$ cat src/fbw_params.svh
`ifndef FBW_PARAMS_SVH
`define FBW_PARAMS_SVH

// ----------------------------------------------------------------
// Register byte offsets
// ----------------------------------------------------------------
`define FBW_ADDR_DISPLAY_START 16'h3000
`define FBW_ADDR_MEM_MASK 16'h3004
`define FBW_ADDR_MERGE_MASK 16'h3008
`define FBW_ADDR_FETCH_CFG 16'h300c
`define FBW_ADDR_SCANLINE 16'h3010
`define FBW_ADDR_VGAP_END 16'h3014
`define FBW_ADDR_STATUS 16'h3018
`define FBW_ADDR_COLOR_CFG 16'h301c
`define FBW_ADDR_SCISSOR 16'h3020
`define FBW_ADDR_FRAME_LINES 16'h3024
`define FBW_ADDR_RENDER_OFFSET 16'h3028
`define FBW_ADDR_FILL_VALUE 16'h302c

// ----------------------------------------------------------------
// Field positions
// ----------------------------------------------------------------
`define FBW_FETCH_SRC_BIT 0
`define FBW_FETCH_DST_BIT 1
`define FBW_STAT_PENDING_BIT 0
`define FBW_STAT_BUSY_BIT 1
`define FBW_STAT_FMT_ERR_BIT 2
`define FBW_STAT_VGAP_BIT 3

// ----------------------------------------------------------------
// Reset values and codes
// ----------------------------------------------------------------
`define FBW_DISPLAY_START_RST 32'h00000000
`define FBW_MASK_RST 32'hffffffff
`define FBW_FETCH_RST 2'h0
`define FBW_VGAP_END_RST 16'h002d
`define FBW_FRAME_LINES_RST 16'h020d
`define FBW_SCISSOR_RST 32'hffff0000
`define FBW_COLOR_CFG_RST 5'h00
`define FBW_FMT_INDEX4 5'h0f
`define FBW_FMT_LUMA_FULL 5'h12
`define FBW_FMT_LUMA_HALF 5'h13
`define FBW_SHAPE_TRAPEZOID 2'h2
`define FBW_BLOCK_PIXELS 16'h0020

// ----------------------------------------------------------------
// Timing
// ----------------------------------------------------------------
`define FBW_CLK_PERIOD_NS 100
`define FBW_LINE_TIME_NS 64000
`define FBW_LINE_CYCLES (`FBW_LINE_TIME_NS / `FBW_CLK_PERIOD_NS)

`endif

$ cat src/fbw_pkg.sv
package fbw_pkg;

  // ----------------------------------------------------------------
  // Types
  // ----------------------------------------------------------------
  typedef enum logic [5:0] {
    FBW_IDLE = 6'h01,
    FBW_FLUSH = 6'h02,
    FBW_RD_REQ = 6'h04,
    FBW_RD_WAIT = 6'h08,
    FBW_WR_REQ = 6'h10,
    FBW_BLOCK = 6'h20
  } fbw_state_t;

  typedef enum logic [2:0] {
    FBW_OP_NOP = 3'h0,
    FBW_OP_SET_OFFSET = 3'h1,
    FBW_OP_SET_FILL = 3'h2,
    FBW_OP_HOLD = 3'h3,
    FBW_OP_RENDER = 3'h4,
    FBW_OP_OTHER = 3'h5
  } fbw_op_t;

endpackage : fbw_pkg
$ cat src/fbw_ctrl.sv
`timescale 1ns/10ps
`default_nettype none
`include "fbw_params.svh"

module fbw_ctrl
  import fbw_pkg::*;
(
  // Clock and reset
  input wire logic CLK,
  input wire logic RESET,
  // APB slave
  input wire logic PSEL,
  input wire logic PENABLE,
  input wire logic PWRITE,
  input wire logic [15:0] PADDR,
  input wire logic [31:0] PWDATA,
  output logic [31:0] PRDATA,
  output logic PREADY,
  output logic PSLVERR,
  // Command stream head
  input wire logic CMD_VALID,
  output logic CMD_READY,
  input wire logic [2:0] CMD_OP,
  input wire logic [31:0] CMD_DATA,
  input wire logic [31:0] CMD_ROW_ADDR,
  input wire logic [15:0] CMD_X,
  input wire logic [15:0] CMD_LEN,
  input wire logic [1:0] CMD_SHAPE_KIND,
  input wire logic CMD_BURST_FILL_ENABLE,
  input wire logic [31:0] CMD_PATTERN,
  // Framebuffer memory port
  output logic MEM_REQ,
  output logic MEM_WE,
  output logic MEM_BLOCK,
  output logic [31:0] MEM_ADDR,
  output logic [31:0] MEM_WDATA,
  output logic [31:0] MEM_MASK,
  output logic [31:0] MEM_PIXEL_EN,
  input wire logic MEM_READY,
  input wire logic MEM_RVALID,
  input wire logic [31:0] MEM_RDATA,
  input wire logic MEM_IDLE,
  // Video and color outputs
  output logic [31:0] VIDEO_START,
  output logic VERTICAL_GAP,
  output logic [4:0] COLOR_FORMAT
);

  // ----------------------------------------------------------------
  // Registers
  // ----------------------------------------------------------------
  fbw_state_t state_ff, nxt_state;
  logic [31:0] display_start_ff, mem_mask_ff, merge_mask_ff, scissor_ff;
  logic [31:0] render_offset_ff, fill_value_ff, hold_data_ff, video_start_ff;
  logic [31:0] prdata_ff, row_ff, pix_ff, pat_ff, rd_ff;
  logic [1:0] fetch_ff;
  logic [4:0] color_cfg_ff;
  logic fmt_err_ff, pslverr_ff, pending_ff;
  logic [15:0] vgap_end_ff, frame_lines_ff, scan_ff, line_div_ff;
  logic [15:0] cur_ff, hi_ff, lo_ff;

  // ----------------------------------------------------------------
  // APB decode
  // ----------------------------------------------------------------
  wire setup = PSEL && !PENABLE;
  wire wr_acc = PSEL && PENABLE && PWRITE;
  wire hit_ds = PADDR == `FBW_ADDR_DISPLAY_START;
  wire hit_mm = PADDR == `FBW_ADDR_MEM_MASK;
  wire hit_gm = PADDR == `FBW_ADDR_MERGE_MASK;
  wire hit_fc = PADDR == `FBW_ADDR_FETCH_CFG;
  wire hit_sl = PADDR == `FBW_ADDR_SCANLINE;
  wire hit_ve = PADDR == `FBW_ADDR_VGAP_END;
  wire hit_st = PADDR == `FBW_ADDR_STATUS;
  wire hit_cc = PADDR == `FBW_ADDR_COLOR_CFG;
  wire hit_sc = PADDR == `FBW_ADDR_SCISSOR;
  wire hit_fl = PADDR == `FBW_ADDR_FRAME_LINES;
  wire hit_ro = PADDR == `FBW_ADDR_RENDER_OFFSET;
  wire hit_fv = PADDR == `FBW_ADDR_FILL_VALUE;
  wire mapped = hit_ds | hit_mm | hit_gm | hit_fc | hit_sl | hit_ve | hit_st | hit_cc |
                hit_sc | hit_fl | hit_ro | hit_fv;
  wire [4:0] fmt_in = PWDATA[4:0];
  wire fmt_bad = fmt_in == `FBW_FMT_INDEX4 || fmt_in == `FBW_FMT_LUMA_FULL ||
                 fmt_in == `FBW_FMT_LUMA_HALF;
  wire ro_hit = hit_sl | hit_st | hit_ro | hit_fv;
  wire bad_wr = PWRITE && (ro_hit || (hit_cc && fmt_bad));
  wire busy = !(state_ff == FBW_IDLE);
  wire [31:0] status = {28'h0000000, VERTICAL_GAP, fmt_err_ff, busy, pending_ff};
  wire [31:0] rd_mux = hit_ds ? display_start_ff :
                       hit_mm ? mem_mask_ff :
                       hit_gm ? merge_mask_ff :
                       hit_fc ? {30'h00000000, fetch_ff} :
                       hit_sl ? {16'h0000, scan_ff} :
                       hit_ve ? {16'h0000, vgap_end_ff} :
                       hit_st ? status :
                       hit_cc ? {27'h0000000, color_cfg_ff} :
                       hit_sc ? scissor_ff :
                       hit_fl ? {16'h0000, frame_lines_ff} :
                       hit_ro ? render_offset_ff :
                       hit_fv ? fill_value_ff : 32'h00000000;

  // Zero wait states: data is prepared in the setup cycle
  assign PREADY = 1'b1;
  assign PRDATA = prdata_ff;
  assign PSLVERR = pslverr_ff;

  always_ff @(posedge CLK or posedge RESET) begin
    if (RESET) begin
      prdata_ff <= 32'h00000000;
      pslverr_ff <= 1'b0;
    end else if (setup) begin
      prdata_ff <= PWRITE ? 32'h00000000 : rd_mux;
      pslverr_ff <= !mapped || bad_wr;
    end
  end

  // ----------------------------------------------------------------
  // Video timing: scanline counter and display start
  // ----------------------------------------------------------------
  wire line_tick = line_div_ff == 16'(`FBW_LINE_CYCLES - 1);
  wire frame_wrap = line_tick && (scan_ff >= frame_lines_ff - 16'h0001);
  wire [15:0] nxt_scan = frame_wrap ? 16'h0000 : scan_ff + 16'h0001;
  wire gap_end = line_tick && (nxt_scan == vgap_end_ff);
  wire swap_now = frame_wrap && pending_ff;

  assign VERTICAL_GAP = scan_ff < vgap_end_ff;
  assign VIDEO_START = video_start_ff;
  assign COLOR_FORMAT = color_cfg_ff;

  always_ff @(posedge CLK or posedge RESET) begin
    if (RESET) begin
      line_div_ff <= 16'h0000;
      scan_ff <= 16'h0000;
    end else begin
      line_div_ff <= line_tick ? 16'h0000 : line_div_ff + 16'h0001;
      if (line_tick)
        scan_ff <= nxt_scan;
    end
  end

  // Only the end of the vertical gap moves the scan-out origin, so a host write never tears
  always_ff @(posedge CLK or posedge RESET) begin
    if (RESET)
      video_start_ff <= `FBW_DISPLAY_START_RST;
    else if (gap_end)
      video_start_ff <= display_start_ff;
  end

  // Hold data wins over a host write landing in the same cycle
  always_ff @(posedge CLK or posedge RESET) begin
    if (RESET)
      display_start_ff <= `FBW_DISPLAY_START_RST;
    else if (swap_now)
      display_start_ff <= hold_data_ff;
    else if (wr_acc && hit_ds)
      display_start_ff <= PWDATA;
  end

  // ----------------------------------------------------------------
  // Host-written configuration
  // ----------------------------------------------------------------
  always_ff @(posedge CLK or posedge RESET) begin
    if (RESET) begin
      mem_mask_ff <= `FBW_MASK_RST;
      merge_mask_ff <= `FBW_MASK_RST;
      fetch_ff <= `FBW_FETCH_RST;
      vgap_end_ff <= `FBW_VGAP_END_RST;
      frame_lines_ff <= `FBW_FRAME_LINES_RST;
      scissor_ff <= `FBW_SCISSOR_RST;
    end else if (wr_acc) begin
      if (hit_mm) mem_mask_ff <= PWDATA;
      if (hit_gm) merge_mask_ff <= PWDATA;
      if (hit_fc) fetch_ff <= PWDATA[1:0];
      if (hit_ve) vgap_end_ff <= PWDATA[15:0];
      if (hit_fl) frame_lines_ff <= PWDATA[15:0];
      if (hit_sc) scissor_ff <= PWDATA;
    end
  end

  // A refused format leaves the previous one in place and raises a sticky flag
  always_ff @(posedge CLK or posedge RESET) begin
    if (RESET) begin
      color_cfg_ff <= `FBW_COLOR_CFG_RST;
      fmt_err_ff <= 1'b0;
    end else if (wr_acc && hit_cc) begin
      if (fmt_bad)
        fmt_err_ff <= 1'b1;
      else
        color_cfg_ff <= fmt_in;
    end else if (wr_acc && hit_st && PWDATA[`FBW_STAT_FMT_ERR_BIT])
      fmt_err_ff <= 1'b0;
  end

  // ----------------------------------------------------------------
  // Command head
  // ----------------------------------------------------------------
  wire is_render = CMD_OP == FBW_OP_RENDER;
  wire render_ok = !pending_ff;
  assign CMD_READY = (state_ff == FBW_IDLE) && (!is_render || render_ok);
  wire take = CMD_VALID && CMD_READY;
  wire take_render = take && is_render;
  wire take_hold = take && CMD_OP == FBW_OP_HOLD;
  wire block_mode = CMD_SHAPE_KIND == `FBW_SHAPE_TRAPEZOID && CMD_BURST_FILL_ENABLE;
  logic blk_ff;

  // Scissor clip of the span extent
  wire [15:0] sc_min = scissor_ff[15:0];
  wire [15:0] sc_max = scissor_ff[31:16];
  wire [15:0] span_end = CMD_X + CMD_LEN;
  wire [15:0] clip_lo = (CMD_X > sc_min) ? CMD_X : sc_min;
  wire [15:0] clip_hi = (span_end > sc_max) ? sc_max + 16'h0001 : span_end;
  wire span_empty = clip_lo >= clip_hi;

  always_ff @(posedge CLK or posedge RESET) begin
    if (RESET) begin
      render_offset_ff <= 32'h00000000;
      fill_value_ff <= 32'h00000000;
    end else if (take && CMD_OP == FBW_OP_SET_OFFSET)
      render_offset_ff <= CMD_DATA;
    else if (take && CMD_OP == FBW_OP_SET_FILL)
      fill_value_ff <= CMD_DATA;
  end

  // Pending is set after the flush and cleared only by the frame-boundary swap
  always_ff @(posedge CLK or posedge RESET) begin
    if (RESET) begin
      pending_ff <= 1'b0;
      hold_data_ff <= 32'h00000000;
    end else begin
      if (take_hold)
        hold_data_ff <= CMD_DATA;
      if (state_ff == FBW_FLUSH && MEM_IDLE)
        pending_ff <= 1'b1;
      else if (swap_now)
        pending_ff <= 1'b0;
    end
  end

  always_ff @(posedge CLK or posedge RESET) begin
    if (RESET) begin
      row_ff <= 32'h00000000;
      pix_ff <= 32'h00000000;
      pat_ff <= 32'h00000000;
      lo_ff <= 16'h0000;
      hi_ff <= 16'h0000;
      blk_ff <= 1'b0;
    end else if (take_render) begin
      row_ff <= CMD_ROW_ADDR;
      pix_ff <= CMD_DATA;
      pat_ff <= CMD_PATTERN;
      lo_ff <= clip_lo;
      hi_ff <= clip_hi;
      blk_ff <= block_mode;
    end
  end

  // ----------------------------------------------------------------
  // Pixel engine
  // ----------------------------------------------------------------
  wire dst_fetch = fetch_ff[`FBW_FETCH_DST_BIT];
  wire [15:0] blk_x = cur_ff & ~(`FBW_BLOCK_PIXELS - 16'h0001);
  wire [15:0] nxt_blk_x = blk_x + `FBW_BLOCK_PIXELS;
  wire [15:0] x_sel = (state_ff == FBW_BLOCK) ? blk_x : cur_ff;
  wire [31:0] pix_addr = row_ff + {16'h0000, x_sel} + render_offset_ff;
  wire [31:0] merged = (rd_ff & ~merge_mask_ff) | (pix_ff & merge_mask_ff);
  logic [31:0] blk_en;

  // Edge blocks are trimmed to the clipped span
  always_comb begin
    blk_en = 32'h00000000;
    for (int i = 0; i < 32; i++)
      blk_en[i] = (blk_x + 16'(i) >= lo_ff) && (blk_x + 16'(i) < hi_ff) && pat_ff[i];
  end

  assign MEM_REQ = state_ff == FBW_RD_REQ || state_ff == FBW_WR_REQ || state_ff == FBW_BLOCK;
  assign MEM_WE = state_ff == FBW_WR_REQ || state_ff == FBW_BLOCK;
  assign MEM_BLOCK = state_ff == FBW_BLOCK;
  assign MEM_ADDR = pix_addr;
  // Block data is the fill value alone; depth, stencil and color ops never reach it
  assign MEM_WDATA = (state_ff == FBW_BLOCK) ? fill_value_ff : (dst_fetch ? merged : pix_ff);
  // Memory-level mask rides on every write; merge only exists on the read path
  assign MEM_MASK = mem_mask_ff;
  assign MEM_PIXEL_EN = (state_ff == FBW_BLOCK) ? blk_en : 32'h00000001;

  always_comb begin
    nxt_state = state_ff;
    case (state_ff)
      FBW_IDLE: begin
        if (take_hold)
          nxt_state = FBW_FLUSH;
        else if (take_render && !span_empty)
          nxt_state = block_mode ? FBW_BLOCK : (dst_fetch ? FBW_RD_REQ : FBW_WR_REQ);
      end
      FBW_FLUSH: begin
        if (MEM_IDLE)
          nxt_state = FBW_IDLE;
      end
      FBW_RD_REQ: begin
        if (MEM_READY)
          nxt_state = FBW_RD_WAIT;
      end
      FBW_RD_WAIT: begin
        if (MEM_RVALID)
          nxt_state = FBW_WR_REQ;
      end
      FBW_WR_REQ: begin
        if (MEM_READY)
          nxt_state = (cur_ff + 16'h0001 >= hi_ff) ? FBW_IDLE : (dst_fetch ? FBW_RD_REQ : FBW_WR_REQ);
      end
      FBW_BLOCK: begin
        if (MEM_READY && nxt_blk_x >= hi_ff)
          nxt_state = FBW_IDLE;
      end
      default: nxt_state = FBW_IDLE;
    endcase
  end

  always_ff @(posedge CLK or posedge RESET) begin
    if (RESET)
      state_ff <= FBW_IDLE;
    else
      state_ff <= nxt_state;
  end

  always_ff @(posedge CLK or posedge RESET) begin
    if (RESET)
      cur_ff <= 16'h0000;
    else if (take_render)
      cur_ff <= clip_lo;
    else if (MEM_READY && state_ff == FBW_WR_REQ)
      cur_ff <= cur_ff + 16'h0001;
    else if (MEM_READY && state_ff == FBW_BLOCK)
      cur_ff <= nxt_blk_x;
  end

  always_ff @(posedge CLK or posedge RESET) begin
    if (RESET)
      rd_ff <= 32'h00000000;
    else if (state_ff == FBW_RD_WAIT && MEM_RVALID)
      rd_ff <= MEM_RDATA;
  end

endmodule : fbw_ctrl
`default_nettype wire

$ cat config.mk
export PLATFORM = sky130hd
export DESIGN_NAME = fbw_ctrl
export DESIGN_NICKNAME = d
export VERILOG_FILES = /design/src/fbw_pkg.sv /design/src/fbw_ctrl.sv
export VERILOG_INCLUDE_DIRS = /design/src /design/src/src
export SDC_FILE = /design/constraint.sdc
export NUM_CORES = 2
export LEC_CHECK = 0
export BUFFER_PORTS_ARGS = -buffer_cell sky130_fd_sc_hd__buf_2
export CELL_PAD_IN_SITES_DETAIL_PLACEMENT = 1
export CELL_PAD_IN_SITES_GLOBAL_PLACEMENT = 2
export CORE_MARGIN = 3
export CORE_UTILIZATION = 40
export CTS_CLUSTER_DIAMETER = 40
export DETAILED_ROUTE_END_ITERATION = 8
export PLACE_DENSITY_LB_ADDON = 0.1
export SYNTH_ARGS = -nofsm -noshare
export SYNTH_HDL_FRONTEND = slang
export SYNTH_SLANG_ARGS = --single-unit
$ cat constraint.sdc
create_clock -name CLK -period 40 [get_ports CLK]
set_input_delay 2 -clock CLK [delete_from_list [all_inputs] [get_ports CLK]]
set_output_delay 2 -clock CLK [all_outputs]
set_load 0.01 [all_outputs]
### After elaboration in Yosys (flattened, before gate mapping)

Index checks and enable logic that the tools add are counted.

* word-level logic and storage cells: 351
* flip-flop bits (word level): 544
* input port bits: 223
* output and inout bits: 204

* muxes and demuxes: 42
* reductions and logical operators: 117
* bitwise logic cells: 20
* $lt $le $gt $ge: 71
* add/sub/neg operators: 40
* equal/unequal tests: 35

Operators with widths (number)
* $ge 16x16->1: 36
* $mux 32: 18
* $lt 16x16->1: 33
* $add 16x5->16 const B: 16
* $eq 16x14->1 const B: 12
* $add 16x4->16 const B: 8
* $mux 16: 7
* $logic_and 1x1->1: 89
* $add 16x1->16 const B: 5
* $add 16x3->16 const B: 4
* $and 32x32->32: 2
* $mux 6: 8
* $pmux 6 s6: 1
* $add 16x2->16 const B: 2
* $add 32x16->32: 1
* $add 32x32->32: 1
* $gt 16x16->1: 2
* $not 32->32: 1
* $or 32x32->32: 1
* $reduce_and 2->1: 9
* $add 16x16->16: 1
* $add 16x6->16 const B: 1
* $eq 16x10->1 const B: 1
* $eq 16x16->1: 1
* other kinds (25): 65

### Longest topological paths before layout

* word-level depth: 14
* mapped depth: 29
* depth with buffers taken out: 28

### Worst setup path after synthesis

Ideal clock, no wire load.

* path kind: input-to-reg
* start: input CMD_X[1]
* end: register state_ff[0]
* data required time: 39.922 ns
* path slack: 32.536 ns
* library setup time: 0.078 ns
* path buffers: 1
* data arrival time: 7.386 ns
* stages on the path: 26
* path through: ha_1 a21o_1 a21oi_1 nand2b_1 a211oi_1 o31ai_1 o311a_1 nor2b_1 xor2_1 ha_1 nand4_1 or3_1 or4_1 a21oi_1 clkbuf_1 o21ai_0 ha_1 a21o_1 a21o_1 a21oi_1 nor2_1 o31ai_1 nand4b_1 nor4_1 o21ai_0 and3b_1

* word-level cells in the longest chain between the ends: 8
* elaborated cells between the ends (all ways): 10
* classes of those cells: add/sub: 1; order compare: 3; eq/ne: 1; mux: 2; reduce/logical: 3

RTL lines
* start: declaration: RTL line fbw_ctrl.sv:26 `input wire logic [15:0] CMD_X,`
* $add 16x16->16: RTL line fbw_ctrl.sv:208 `wire [15:0] span_end = CMD_X + CMD_LEN;`
* $gt 16x16->1: RTL line fbw_ctrl.sv:210 `wire [15:0] clip_hi = (span_end > sc_max) ? sc_max + 16'h0001 : span_end;`
* $mux 16: RTL line fbw_ctrl.sv:210
* $ge 16x16->1 (*): RTL line fbw_ctrl.sv:211 `wire span_empty = clip_lo >= clip_hi;`
* $logic_not 1->1 (*): RTL line fbw_ctrl.sv:290 `else if (take_render && !span_empty)`
* $logic_and 1x1->1 (*): RTL line fbw_ctrl.sv:290
* $ne 3x2->1 (no source line) (*)
* $reduce_and 6->1 (no source line) (*)
* end signal: assignment: RTL line fbw_ctrl.sv:321 `state_ff <= nxt_state;`
* end: declaration: RTL line fbw_ctrl.sv:52 `fbw_state_t state_ff, nxt_state;`

Mark *: on every way between the ends. The rest lies on a longest branch, timed or not.
A chain may end at the register's enable or synchronous reset.

### Final worst setup path

Ends and elaborated chain as after synthesis.

==> impl_metrics.yaml <==
run_status:
  outcome: "complete, no violations"
clocking:
  clkSinkCount: 544
  cts_buffer_depth: 3
  clk_pin_slew_ns: 0.04
  cts_tree: "built"
  worstSkewPairLatency_ns: 0.69
  htree_levels: 3
  post_cts_resized: 0
  numCtsBuffers: 105
  cts_setup_buffers: 0
  cts_root_buffer: "clkbuf_16"
  holdBufCountCts: 0
yosys:
  synth_fp_nets: 3762
  synth_async_sr_flop_share_pct: 100
  syn_avg_cell_area_um2: 9.79
  synth_top_area_share_pct: 35.0
  netlist_area_um2: 32500
  ys_warn_count: 0
  yosysSeqAreaShare_pct: 42.2
  ys_types: 84
  synth_largest_area_cell: "dfrtp_1"
  ys_ff_latch: 544
  synth_flop_cell: "dfrtp_1"
  synthCells: 3325
  synth_edf_count: 0
  ys_top_cells_by_area: "dfrtp_1 (35%), mux2_2 (10%), ha_1 (7.5%)"
timing:
  clock_skew_ns: 0.0585
  max_freq_mhz: 112
  holdWs_ns: 0.461
  maxSlewHeadroom_pct: 19.0
  worst_pin_slew_ns: 1.22
  rsz0062_at_grt: "false"
  post-route-period-util_pct: 22.4
  hold_violations: 0
  setup_viol: 0
  finalSetupTns_ns: 0
  report.final.slew_viol_count: 0
  fin_crit_ns: 8.95
final_layout:
  seq_area_um2: 13700
  area_delta_synth_final_pct: 20.8
  nFillCells: 8998
  instances_no_fill: 4889
  post-route-util_pct: 49.3
  drive_gt1_share_pct: 28.2
  final_net_count: 4178
  multi_input_area_um2: 17800
worst_setup_path:
  end_kind: "flip-flop"
  required_ns: 40.55
  cp.arrival_ns: 9.51
  crit_type: "primary input to flip-flop"
  startpoint_type: "primary input"
  critPathMaxFanout: 30
routing:
  ant_nets: 0
  drc: 0
  first_pass_iters: 5
  routedWlPerCell_um: 27.6
  wl_um: 135000
  vias_per_cell: 5.85
  vias: 28600
  drt_iter0_markers: 1803
power:
  switchingPower_uw: 637
  switching_share_pct: 32.5
  leakage_nw: 19.1
  seqPwrFrac_pct: 34.6
  total_power_mw: 1.96
  pwr_density_cell_nw_per_um2: 49.9
  p_comb_share_pct: 20.7
  pwr-share-clk_pct: 44.7
  p_int_mw: 1.33
  ir_worst_vdd_uv: 36.5
floorplan:
  start_util_pct: 40.8
  design.die.area_um2: 84800
  rows: 103
  die_y_um: 291
  dieWidth_um: 291
  ios: 427
  coreArea_um2: 79800
placed_design:
  port_buffers: 425
  dp_hpwl_um: 99500
  place_congestion: 0.908
  place_inst: 4684
run:
  drv_cap: 0
min_path:
  hold_path.class: "flip-flop to flip-flop"
global_routing:
  antenna_found_initial: 16
  grt_max_degree: 168
  grt_pass1_vias: 30600
  grt_pass1_wl_um: 200000
  globalRouteOverflowTotal: 0
  grt_usage_pct: 31.1
[power by group through the flow]
stage | registers, mW | clock network [mW] | logic (mW)
2_1_floorplan | 0.644 | 0 | 0.269
3_3_place_gp | 0.682 | 0 | 0.390
3_5_place_dp | 0.685 | 0 | 0.405
4_1_cts | 0.677 | 0.891 | 0.408
5_1_grt | 0.685 | 0.919 | 0.449
6_report | 0.679 | 0.877 | 0.407
[stage by stage]
stage	setup slack, ns	cell area, um^2
after CTS	31.11	39300
after detailed placement	30.45	35800
after global placement	30.83	35800
after global routing	30.50	39300
after floorplan	22.94	32600
final	31.05	39300
[path summary, 6_finish.rpt]
kind | slack (ns) | startpoint | cells past startpoint | to
min | 0.46 | pat_ff[21] | 2 | pat_ff[21]
max in group asynchronous | 36.27 | RESET | 4 | hi_ff[3]
min reg2reg | 0.46 | pat_ff[21] | 2 | pat_ff[21]
min in group asynchronous | 1.49 | RESET | 2 | rd_ff[11]
max reg2reg | 34.13 | scissor_ff[29] | 17 | state_ff[0]
max | 31.05 | CMD_X[1] | 26 | state_ff[0]
[critical path: stages]
cell and delay, ns:
buf_2 0.17, ha_1 0.34, a21o_1 0.19, a21oi_1 0.21
nand2b_1 0.19, a211oi_1 0.13, o31ai_1 0.57, o311a_1 0.28
nor2b_1 0.19, xor2_1 0.11, ha_1 0.33, nand4_1 0.11
or3_1 0.40, or4_1 0.55, a21oi_2 0.91, o21ai_0 0.33
ha_1 0.37, a21o_1 0.18, a21o_1 0.16, a21oi_1 0.14
nor2_1 0.05, o31ai_1 0.30, nand4b_1 0.37, nor4_1 0.55
o21ai_0 0.15, and3b_1 0.21
[cells in the mapped netlist, types with 7 or more instances]
master,n
nand2_1,543
dfrtp_1,455
mux2_2,289
o21ai_0,255
ha_1,196
nor2_1,176
a21oi_1,165
clkbuf_1,126
mux2i_1,108
inv_1,105
dfstp_2,89
xnor2_1,86
nand3_1,71
a21o_1,61
nand2b_1,57
nor3_1,48
xor2_1,38
nand4_1,33
a221oi_1,28
and3_1,27
nor2b_1,26
o22ai_1,25
o21a_1,20
buf_1,18
fa_1,18
mux4_2,17
o31ai_1,17
a211oi_1,15
a221o_1,13
a31oi_1,13
or3_1,12
and2_1,11
nor4_1,11
o211ai_1,9
buf_2,8
a22oi_1,7
[cell usage in the layout, fill, tap and decap left out, types with 103 or more instances in the layout]
cell type and count:
a21oi_1 164, buf_2 423, clkbuf_16 106, dfrtp_1 454, ha_1 196, inv_1 103, mux2_2 289, mux2i_1 108
nand2_1 542, nor2_1 175, o21ai_0 254
[cells by family (layout without fill, tap and decap cells)]
family	Yosys count	in the layout	share of synthesized area [%]
AO/OA/AOI/OAI	694	694	13.1
adder cells (fa/ha/maj)	214	214	8.64
AND/OR/NAND/NOR	1063	1063	14.8
other	1	7	0.0115
multiplexers	419	419	14.7
flip-flops	544	544	42.2
buffers and inverters	266	774	3.26
XOR/XNOR	124	124	3.34
[area by class of cell]
| type | instances | area share (%) |
|---|---|---|
| Sequential cell | 544 | 34.9 |
| Antenna cell | 6 | 0.0382 |
| Inverter | 106 | 1.03 |
| Multi-Input combinational cell | 2515 | 45.4 |
| Clock inverter | 67 | 1.79 |
| Clock buffer | 132 | 7.25 |
| Tap cell | 1050 | 3.34 |
| Timing Repair Buffer | 469 | 6.29 |
[layer usage]
layer	vias to the layer above	track usage, %	part of all wire [%]
met3	257	7.62	7.4
met2	963	49.8	46
met5	-	0	0.051
li1	12700	-	-
met4	12	11.2	3.7
met1	14700	41.0	43
(Power assumes the default switching activity.)
